==> config.mk <==
export PLATFORM = sky130hd
export DESIGN_NAME = pp_write
export DESIGN_NICKNAME = d
export VERILOG_FILES = /design/src/pclk_enable.v /design/src/pp_write.v
export VERILOG_INCLUDE_DIRS = /design/src
export SDC_FILE = /design/constraint.sdc
export NUM_CORES = 1
export LEC_CHECK = 0
export ABC_AREA = 1
export BUFFER_PORTS_ARGS = -buffer_cell sky130_fd_sc_hd__buf_2
export CAP_MARGIN = 20
export CORE_MARGIN = 3
export CORE_UTILIZATION = 52
export CTS_CLUSTER_SIZE = 14
export DETAILED_ROUTE_END_ITERATION = 10
export GPL_TIMING_DRIVEN = 0
export MAX_ROUTING_LAYER = met4
export PLACE_DENSITY_LB_ADDON = 0.2
export SLEW_MARGIN = 10
export SYNTH_ARGS = -nofsm -noshare
export SYNTH_HDL_FRONTEND = slang
export SYNTH_SLANG_ARGS = --single-unit
==> constraint.sdc <==
create_clock -name ref_clk_i -period 4.65 [get_ports ref_clk_i]
set_clock_uncertainty 0.2 [all_clocks]
set_input_delay 0.93 -clock ref_clk_i [delete_from_list [all_inputs] [get_ports ref_clk_i]]
set_output_delay 0.93 -clock ref_clk_i [all_outputs]
set_load 0.1 [all_outputs]
==> src/pp_write_map.vh <==
// offsets, fields, reset values and timing counts of the parallel port write block
// assumes inclusion by bare name from the design files
`ifndef PP_WRITE_MAP_VH
`define PP_WRITE_MAP_VH

// register offsets on the plain register port
`define PP_OFS_CTRL 4'h0
`define PP_OFS_ADDR 4'h1
`define PP_OFS_DATA 4'h2
`define PP_OFS_STAT 4'h3

// port_control_reg fields
`define PP_CTL_EN_BIT 0
`define PP_CTL_DUR_LSB 1
`define PP_CTL_DUR_MSB 5
`define PP_CTL_HOLD_BIT 6
`define PP_CTL_FLASH_BIT 7
`define PP_CTL_ALE_LOW_BIT 8
`define PP_CTL_WIDE_BIT 9
`define PP_CTL_PACK_LSB 10
`define PP_CTL_PACK_MSB 11
`define PP_CTL_RESET 12'h000

// status fields
`define PP_STAT_BUSY_BIT 0
`define PP_STAT_DUR_ERR_BIT 1

// timing, in core and peripheral clock periods
`define PP_CORE_CLK_NS 50
`define PP_PCLK_RATIO 2
`define PP_PCLK_NS (`PP_CORE_CLK_NS * `PP_PCLK_RATIO)
`define PP_ALE_PCLKS 5'h02
`define PP_ADDR_HOLD_PCLKS 5'h01
`define PP_ALE_TO_WR_PCLKS 5'h02
`define PP_FLASH_PCLKS 5'h07
`define PP_FLASH_MIN_DUR 5'h09
`define PP_GAP_PCLKS 5'h01
`define PP_BYTE_BEATS 2'h3

`endif

==> src/pclk_enable.v <==
// peripheral clock enable: one pulse every RATIO core clocks
// assumes a free running core clock; ce_i low freezes the divider
`timescale 1ns/100ps
module pclk_enable #(
    parameter RATIO = 2
) (
    input wire ref_clk_i,
    input wire reset_i,
    input wire ce_i,
    output wire tick_o
);
    reg [3:0] div_q;
    wire [3:0] div_d;

    assign div_d = (div_q == RATIO[3:0] - 4'h1) ? 4'h0 : div_q + 4'h1;
    assign tick_o = (div_q == RATIO[3:0] - 4'h1);

    always @(posedge ref_clk_i or posedge reset_i) begin
        if (reset_i) begin
            div_q <= 4'h0;
        end else if (ce_i) begin
            div_q <= div_d;
        end
    end
endmodule

==> src/pp_write.v <==
// write side of a multiplexed address/data parallel port
// assumes synchronous register strobes and a 20 MHz core clock on ref_clk_i
`timescale 1ns/100ps
`include "pp_write_map.vh"

// How it works
// 8-bit mode sends four write strobes after every latched address.
// address latch strobe is active high after reset; control bit selects active low.
// 16-bit: nonzero packing gives one strobe per latch, zero gives two.
// strobe low time is duration field minus flash recovery, in peripheral clocks.
// flash mode adds seven clocks recovery; software must program duration of at least nine.
// hold cycle keeps data and upper address one extra peripheral clock.
// all phases are timed from a peripheral clock of two core clocks.
// latch strobe lasts two peripheral clocks, then two more before first strobe.
// full address is on the shared lines through the latch strobe.
// address stays one peripheral clock after the latch strobe releases.
// strobe stays high recovery plus hold plus one clock between strobes.
// 8-bit mode drives upper address on high lines, data on low lines.
// 16-bit mode drives data on all sixteen lines around the strobe.
// next latch phase waits for last strobe release and hold cycle.
// sequencer is a state machine loading a counter from the duration field.
// external latch captures on latch strobe release, memory on strobe rising edge.
module pp_write #(
    parameter PCLK_RATIO = `PP_PCLK_RATIO
) (
    input wire ref_clk_i,
    input wire reset_i,
    input wire ce_i,
    input wire [3:0] addr_i,
    input wire [31:0] wdata_i,
    input wire wr_i,
    input wire rd_i,
    output reg [31:0] rdata_o,
    output reg ale_o,
    output reg wr_n_o,
    output reg [15:0] muxed_addr_data_o,
    output reg muxed_lo_oe_o,
    output reg muxed_hi_oe_o
);
    localparam ST_IDLE = 3'h0;
    localparam ST_ALE = 3'h1;
    localparam ST_AHOLD = 3'h2;
    localparam ST_GAP = 3'h3;
    localparam ST_STROBE = 3'h4;
    localparam ST_HOLD = 3'h5;
    localparam ST_RECOV = 3'h6;

    reg [11:0] port_control_reg;
    reg [15:0] addr_q;
    reg [31:0] data_q;
    reg dur_err_q;
    reg [2:0] state_q;
    reg [4:0] cnt_q;
    reg [1:0] beat_q;
    reg [1:0] last_beat_q;
    reg start_q;
    wire tick;

    wire ctl_en = port_control_reg[`PP_CTL_EN_BIT];
    wire [4:0] strobe_duration_field = port_control_reg[`PP_CTL_DUR_MSB:`PP_CTL_DUR_LSB];
    wire hold_cfg = port_control_reg[`PP_CTL_HOLD_BIT];
    wire flash_cfg = port_control_reg[`PP_CTL_FLASH_BIT];
    wire ale_low = port_control_reg[`PP_CTL_ALE_LOW_BIT];
    wire wide_cfg = port_control_reg[`PP_CTL_WIDE_BIT];
    wire [1:0] packing_select = port_control_reg[`PP_CTL_PACK_MSB:`PP_CTL_PACK_LSB];
    wire busy = (state_q != ST_IDLE) || start_q;
    wire [4:0] recov_pclks = flash_cfg ? `PP_FLASH_PCLKS : 5'h00;
    wire [4:0] strobe_pclks;
    wire [1:0] beats_last;

    // strobe low time D - F, never below one peripheral clock
    assign strobe_pclks = (strobe_duration_field > recov_pclks + 5'h01) ?
        strobe_duration_field - recov_pclks : 5'h01;
    assign beats_last = !wide_cfg ? `PP_BYTE_BEATS :
        ((packing_select != 2'h0) ? 2'h0 : 2'h1);

    // data of one beat: bytes or halfwords, lowest first
    function [15:0] beat_data;
        input [31:0] word;
        input [1:0] beat;
        input wide;
        input [7:0] upper_addr;
        begin
            if (wide) begin
                beat_data = beat[0] ? word[31:16] : word[15:0];
            end else begin
                case (beat)
                    2'h0: beat_data = {upper_addr, word[7:0]};
                    2'h1: beat_data = {upper_addr, word[15:8]};
                    2'h2: beat_data = {upper_addr, word[23:16]};
                    default: beat_data = {upper_addr, word[31:24]};
                endcase
            end
        end
    endfunction

    pclk_enable #(
        .RATIO(PCLK_RATIO)
    ) u_pclk (
        .ref_clk_i(ref_clk_i),
        .reset_i(reset_i),
        .ce_i(ce_i),
        .tick_o(tick)
    );

    // register port
    always @(posedge ref_clk_i or posedge reset_i) begin
        if (reset_i) begin
            port_control_reg <= `PP_CTL_RESET;
            addr_q <= 16'h0000;
            data_q <= 32'h00000000;
            dur_err_q <= 1'b0;
            start_q <= 1'b0;
            rdata_o <= 32'h00000000;
        end else if (ce_i) begin
            rdata_o <= 32'h00000000;
            if (start_q && tick && state_q == ST_IDLE) begin
                start_q <= 1'b0;
            end
            if (wr_i && !busy) begin
                case (addr_i)
                    `PP_OFS_CTRL: begin
                        port_control_reg <= wdata_i[11:0];
                    end
                    `PP_OFS_ADDR: begin
                        addr_q <= wdata_i[15:0];
                    end
                    `PP_OFS_DATA: begin
                        data_q <= wdata_i;
                        start_q <= ctl_en;
                    end
                    default: begin
                    end
                endcase
            end
            // error set on start wins over a clear in the same cycle
            if (wr_i && !busy && addr_i == `PP_OFS_DATA && ctl_en && flash_cfg &&
                strobe_duration_field < `PP_FLASH_MIN_DUR) begin
                dur_err_q <= 1'b1;
            end else if (wr_i && addr_i == `PP_OFS_STAT &&
                         wdata_i[`PP_STAT_DUR_ERR_BIT]) begin
                dur_err_q <= 1'b0;
            end
            if (rd_i) begin
                case (addr_i)
                    `PP_OFS_CTRL: rdata_o <= {20'h00000, port_control_reg};
                    `PP_OFS_ADDR: rdata_o <= {16'h0000, addr_q};
                    `PP_OFS_DATA: rdata_o <= data_q;
                    `PP_OFS_STAT: rdata_o <= {30'h00000000, dur_err_q, busy};
                    default: rdata_o <= 32'h00000000;
                endcase
            end
        end
    end

    // write sequencer, advances once per peripheral clock
    always @(posedge ref_clk_i or posedge reset_i) begin
        if (reset_i) begin
            state_q <= ST_IDLE;
            cnt_q <= 5'h00;
            beat_q <= 2'h0;
            last_beat_q <= 2'h0;
            ale_o <= 1'b0;
            wr_n_o <= 1'b1;
            muxed_addr_data_o <= 16'h0000;
            muxed_lo_oe_o <= 1'b0;
            muxed_hi_oe_o <= 1'b0;
        end else if (ce_i && tick) begin
            case (state_q)
                ST_IDLE: begin
                    ale_o <= ale_low;
                    wr_n_o <= 1'b1;
                    muxed_lo_oe_o <= 1'b0;
                    muxed_hi_oe_o <= 1'b0;
                    if (start_q) begin
                        ale_o <= !ale_low;
                        muxed_addr_data_o <= addr_q;
                        muxed_lo_oe_o <= 1'b1;
                        muxed_hi_oe_o <= 1'b1;
                        last_beat_q <= beats_last;
                        beat_q <= 2'h0;
                        cnt_q <= `PP_ALE_PCLKS - 5'h01;
                        state_q <= ST_ALE;
                    end
                end
                ST_ALE: begin
                    if (cnt_q == 5'h00) begin
                        ale_o <= ale_low;
                        cnt_q <= `PP_ADDR_HOLD_PCLKS - 5'h01;
                        state_q <= ST_AHOLD;
                    end else begin
                        cnt_q <= cnt_q - 5'h01;
                    end
                end
                ST_AHOLD: begin
                    if (cnt_q == 5'h00) begin
                        // data and upper address ahead of the strobe
                        muxed_addr_data_o <= beat_data(data_q, 2'h0, wide_cfg, addr_q[15:8]);
                        cnt_q <= `PP_ALE_TO_WR_PCLKS - `PP_ADDR_HOLD_PCLKS - 5'h01;
                        state_q <= ST_GAP;
                    end else begin
                        cnt_q <= cnt_q - 5'h01;
                    end
                end
                ST_GAP: begin
                    if (cnt_q == 5'h00) begin
                        wr_n_o <= 1'b0;
                        cnt_q <= strobe_pclks - 5'h01;
                        state_q <= ST_STROBE;
                    end else begin
                        cnt_q <= cnt_q - 5'h01;
                    end
                end
                ST_STROBE: begin
                    if (cnt_q == 5'h00) begin
                        wr_n_o <= 1'b1;
                        if (hold_cfg) begin
                            cnt_q <= 5'h00;
                            state_q <= ST_HOLD;
                        end else if (beat_q == last_beat_q) begin
                            muxed_lo_oe_o <= 1'b0;
                            muxed_hi_oe_o <= 1'b0;
                            state_q <= ST_IDLE;
                        end else begin
                            // no recovery: next beat goes out as the strobe rises
                            if (recov_pclks == 5'h00) begin
                                muxed_addr_data_o <= beat_data(data_q, beat_q + 2'h1,
                                                               wide_cfg, addr_q[15:8]);
                            end
                            cnt_q <= recov_pclks + `PP_GAP_PCLKS - 5'h01;
                            state_q <= ST_RECOV;
                        end
                    end else begin
                        cnt_q <= cnt_q - 5'h01;
                    end
                end
                ST_HOLD: begin
                    if (beat_q == last_beat_q) begin
                        muxed_lo_oe_o <= 1'b0;
                        muxed_hi_oe_o <= 1'b0;
                        state_q <= ST_IDLE;
                    end else begin
                        // hold done: next beat may go out now
                        if (recov_pclks == 5'h00) begin
                            muxed_addr_data_o <= beat_data(data_q, beat_q + 2'h1, wide_cfg,
                                                           addr_q[15:8]);
                        end
                        cnt_q <= recov_pclks + `PP_GAP_PCLKS - 5'h01;
                        state_q <= ST_RECOV;
                    end
                end
                ST_RECOV: begin
                    if (cnt_q == `PP_GAP_PCLKS) begin
                        // next beat set up one clock ahead of its strobe
                        muxed_addr_data_o <= beat_data(data_q, beat_q + 2'h1, wide_cfg,
                                                       addr_q[15:8]);
                    end
                    if (cnt_q == 5'h00) begin
                        beat_q <= beat_q + 2'h1;
                        wr_n_o <= 1'b0;
                        cnt_q <= strobe_pclks - 5'h01;
                        state_q <= ST_STROBE;
                    end else begin
                        cnt_q <= cnt_q - 5'h01;
                    end
                end
                default: begin
                    state_q <= ST_IDLE;
                end
            endcase
        end
    end
endmodule

* Word-level counts from Yosys, hierarchy flattened *
Index checks and enable logic that the tools add are counted.

cells by class
  add/subtract/negate cells = 7
  $lt $le $gt $ge = 2
  equality and inequality tests = 22
  reductions and logical operators = 41
  muxes and demuxes = 57

operators by type and width
  kind                 number
  $mux 16              10
  $pmux 32 s4          1
  $pmux 16 s5          1
  $mux 5               7
  $mux 32              1
  $pmux 5 s5           1
  $mux 3               8
  $pmux 8 s3           1
  $pmux 3 s6           1
  $reduce_and 3->1     6
  $mux 1               17
  $ne 2x2->1 const B   7
  $reduce_and 4->1     3
  $logic_and 1x1->1    10
  $logic_not 5->1      2
  $reduce_bool 5->1    2
  $sub 5x1->5 const B  2
  $eq 3x3->1 const B   3
  $pmux 1 s3           3
  $reduce_bool 3->1    3
  $eq 4x1->1 const B   2
  $eq 4x2->1 const B   2
  $reduce_bool 2->1    4
  $reduce_and 7->1     1
  other kinds (26)     31

word-level totals
  register bits = 130
  logic and storage cells = 145
  output and inout port bits = 52

* Logic depth before layout (Yosys ltp) *
  word-level depth = 10
  gate-level depth with buffers = 19

* Modules after synthesis *
Synthesis repeated with hierarchy kept, for this count alone.

second synthesis, totals
  cell total of the unflattened synthesis = 832
  area, all modules = 6701.4 sq um

modules (own cells, without submodules)
  module       times used  cells an instance  area each (sq um)  seq. area each (sq um)
  pp_write     1           806                6503.7             3129.3
  pclk_enable  1           26                 197.7              100.1

* Least setup slack after synthesis *
OpenSTA, ideal clock, no wires.

  path type = register to output
  from = register muxed_lo_oe_o
  to = output port muxed_lo_oe_o
  cell stages (with the launch flop) = 2
  slack = 2.180 ns
  arrival = 1.340 ns
  buffers on the path = 1
  data required time = 3.520 ns
  cells stage by stage = dfrtp_1 buf_4

RTL lines
  item                    line            source
  start, declared         pp_write.v:37   output reg muxed_lo_oe_o,
  start signal, assigned  pp_write.v:166  muxed_lo_oe_o <= 1'b0;
  start signal, assigned  pp_write.v:173  muxed_lo_oe_o <= 1'b0;
  start signal, assigned  pp_write.v:178  muxed_lo_oe_o <= 1'b1;

No word-level cell between the ends.

* Worst setup path in the final report *
  from = register beat_q[0]
  to = register muxed_addr_data_o[1]

between the ends
  cells in the longest elaborated chain, start to end = 9

RTL lines
  item                                      line                                            source
  start, declared                           pp_write.v:54                                   reg [1:0] beat_q;
  start signal, assigned                    pp_write.v:259                                  beat_q <= beat_q + 2'h1;
  $add 2x1->2                               pp_write.v:227, pp_write.v:245, pp_write.v:255
  $eq 2x2->1, or another cell as far along  pp_write.v:87                                   case (beat)
  $pmux 8 s3                                pp_write.v:87
  $mux 16                                   pp_write.v:84                                   if (wide) begin
  $mux 16                                   pp_write.v:244                                  if (recov_pclks == 5'h00) begin
  $mux 16                                   pp_write.v:220                                  end else if (beat_q == last_beat_q) begin
  $mux 16                                   pp_write.v:217                                  if (hold_cfg) begin
  $mux 16                                   pp_write.v:215                                  if (cnt_q == 5'h00) begin
  $pmux 16 s5 *                             pp_write.v:169                                  case (state_q)
  end signal, assigned                      pp_write.v:177                                  muxed_addr_data_o <= addr_q;
  end signal, assigned                      pp_write.v:227                                  muxed_addr_data_o <= beat_data(data_q, beat_q + 2'h1,
  end signal, assigned                      pp_write.v:245                                  muxed_addr_data_o <= beat_data(data_q, beat_q + 2'h1, wide_cfg,
  end, declared                             pp_write.v:36                                   output reg [15:0] muxed_addr_data_o,

Mark *: on every way between the ends. The rest lies on a longest branch, timed or not. The select of a mux whose other input is x is not followed.
A chain may end at the register's enable or synchronous reset.

==> flow_summary.toml <==
[die]
die_h_um = 119
pin_count = 93
rows = 40
dieWidth_um = 119
core_mm2 = 0.0122
initial_core_util_pct = 54.3
dieArea_mm2 = 0.0141

[cts]
clk_latency_ps = 430
clock-sinks = 129
clkTransAtPathRegs_ps = 60
clockBufferDepth = 2
cts-root-buf = "clkbuf_16"
htreeDepth = 4
post_cts_resized = 0
cts_setup_buffers = 0
cts_tree = "built"
cts_hold_buf = 0
cts_inserted_buffers = 17

[outcome]
status = "finished, final reports clean"

[timing]
max_slew_margin_pct = 53.5
min_period_ps = 2950
timing.hold.ws_ps = 278
hold_viol = 0
grt_setup_unrepaired = "false"
fin_crit_sh_pct = 63.5
fin_ws_ps = 1700
fmax_ghz = 0.339
slew_viol_final = 0
tightest_slew_ps = 698
setup_viol = 0

[yosys]
ys_seq_area_share_pct = 48.7
synth_warnings = 0
yosysTopAreaCell = "dfrtp_1"
syn_inst = 841
synth_top_area_share_pct = 48.3
synth_cell_types = 38
synth_area_leaders = "dfrtp_1 (48%), nand2_1 (12%), o21ai_0 (8.5%)"
yosys_register_bits = 129
synth_area_per_cell_um2 = 7.88
synth_fp_nets = 895
syn_area_mm2 = 0.00663

[power]
swShare_pct = 41.3
ir_worst_vdd_v = 0.000540
pwr-share-clk_pct = 32.5
seqPwrFrac_pct = 34.0
cellLeakagePower_uw = 0.00403
powerDensity_mw_per_mm2 = 496
design_power_total_uw = 3920
intPower_uw = 2300
p_comb_share_pct = 33.5
switchingPower_uw = 1620

[finish]
diodes = 0
largest_registers = "data_q (32), rdata_o (32)"
drive_above_1_share_pct = 16.3
area_growth_pct = 19.1
final_nets = 1007
post-route-util_pct = 64.7

[routing]
ant_nets = 0
wl_per_cell_um = 17.7
drc = 0
drtPass1Iterations = 6
routed_wl_mm = 20.0
initialDrtViolationCount = 617
viasPerCell = 5.59
vias = 6334

[global_routing]
grt_first_pass_wirelength_mm = 32.1
gr-total-overflow = 0
antenna_found_initial = 0
grt.total_usage_pct = 30.1
grt_start_max_net_pins = 85
grt_pass1_vias = 6116

[hold_path]
hp-class = "register to register"

[critical_path]
cp_top_family = "buffers and inverters"
crit_path_start_kind = "register"
critPathCaptureType = "register"
cp.arrival_ps = 3070
slowest_delay_ps = 420
cpMostUsedCell = "clkbuf_1"
required_ps = 4770
crit_type = "register to register"
cp_max_fo = 10
path_buf_inv = 4
cp_slowest_cell = "clkbuf_1"
crit_chain = "clkbuf_1 > clkbuf_1 > inv_1 > ha_1 > clkbuf_1 > a21oi_1 > o21ai_0 > nand3_1 > nand3_1 > nand2_1 > nand2_1"

[job]
cap_violations = 0

[place]
routabilityCongestion = 0.969
pre_cts_slack_ps = 1740
io_buffers = 92
dp_hpwl_mm = 14.8
## worst reg2reg max path: stages, from the launching register on
cell	delay [ps]
dfrtp_1	410
clkbuf_1	420
clkbuf_1	410
inv_1	170
ha_1	340
clkbuf_1	250
a21oi_1	190
o21ai_0	110
nand3_1	90
nand3_1	130
nand2_1	90
nand2_1	50
## cells in the final DEF, fill, tap and decap left out, types with 12 or more instances in the layout
cell and n:
nand3_1 41, o21ai_0 113, ha_1 12, clkbuf_16 17
buf_2 97, clkbuf_1 18, nor2_1 51, o22ai_1 18
inv_1 107, dfrtp_1 128, a21oi_1 61, nand2_1 210
## per-layer routing
metal | up-vias | GRT usage [%] | wire length [um]
met5 | - | - | 0
met4 | 0 | 12.2 | 507
met3 | 43 | 5.79 | 1660
met2 | 306 | 43.4 | 8810
met1 | 3002 | 42.1 | 9070
li1 | 2983 | - | -
## worst paths after layout
kind / slack (ps) / start / end / depth (start not counted)
max: 1700 / beat_q[0] / muxed_addr_data_o[1] / 11
min: 280 / rdata_o[0] / rdata_o[0] / 2
max reg2reg: 1700 / beat_q[0] / muxed_addr_data_o[1] / 11
min reg2reg: 280 / rdata_o[0] / rdata_o[0] / 2
max in group asynchronous: 3160 / reset_i / data_q[11] / 3
min in group asynchronous: 320 / reset_i / data_q[19] / 2
## final cells by class
cell class / instances / area (um2)
Clock inverter: 12 / 109
Multi-Input combinational cell: 569 / 2800
Sequential cell: 129 / 3230
Clock buffer: 20 / 457
Buffer: 31 / 179
Inverter: 112 / 425
Fill cell: 1122 / 4320
Tap cell: 168 / 210
Timing Repair Buffer: 93 / 488
## per-stage QoR
step           TNS, ps  instances  cell area (um2)
2_1_floorplan        0        841             6630
4_1_cts              0       1134             7900
3_3_place_gp   -172010       1101             7300
5_1_grt              0       1134             7900
6_report             0       1134             7900
3_5_place_dp         0       1102             7330
## synthesized netlist by cell type (all sizes together)
master    n
nand3b    2
a31oi     3
clkbuf   17
ha       12
nand2   215
fa        1
nor3      5
nand3    41
or2       1
o221ai    1
a21oi    61
o41ai     1
nor2     58
o21ai   117
a221oi   11
xor2      3
inv     111
xnor2     3
a22o      1
dfstp     1
a311oi    1
and3      1
buf      14
o31ai     5
o211ai    6
o22ai    18
clkinv    1
dfrtp   128
nand4     2
## power groups by stage
stage | clock [uW] | sequential, uW | combinational (uW)
2_1_floorplan | 0 | 1690 | 639
3_3_place_gp | 0 | 1350 | 1290
3_5_place_dp | 0 | 1340 | 1290
4_1_cts | 1280 | 1330 | 1300
5_1_grt | 1330 | 1350 | 1420
6_report | 1270 | 1330 | 1310
## logic make-up after synthesis
| logic type | after synthesis | share of synthesized area, % |
|---|---|---|
| simple gates | 325 | 20.1 |
| compound gates | 225 | 18.7 |
| buf+inv | 143 | 9.04 |
| flops | 129 | 48.7 |
| fa+ha+maj | 13 | 2.57 |
| xor+xnor | 6 | 0.793 |
Note: power is estimated with default switching activity, not from simulation.
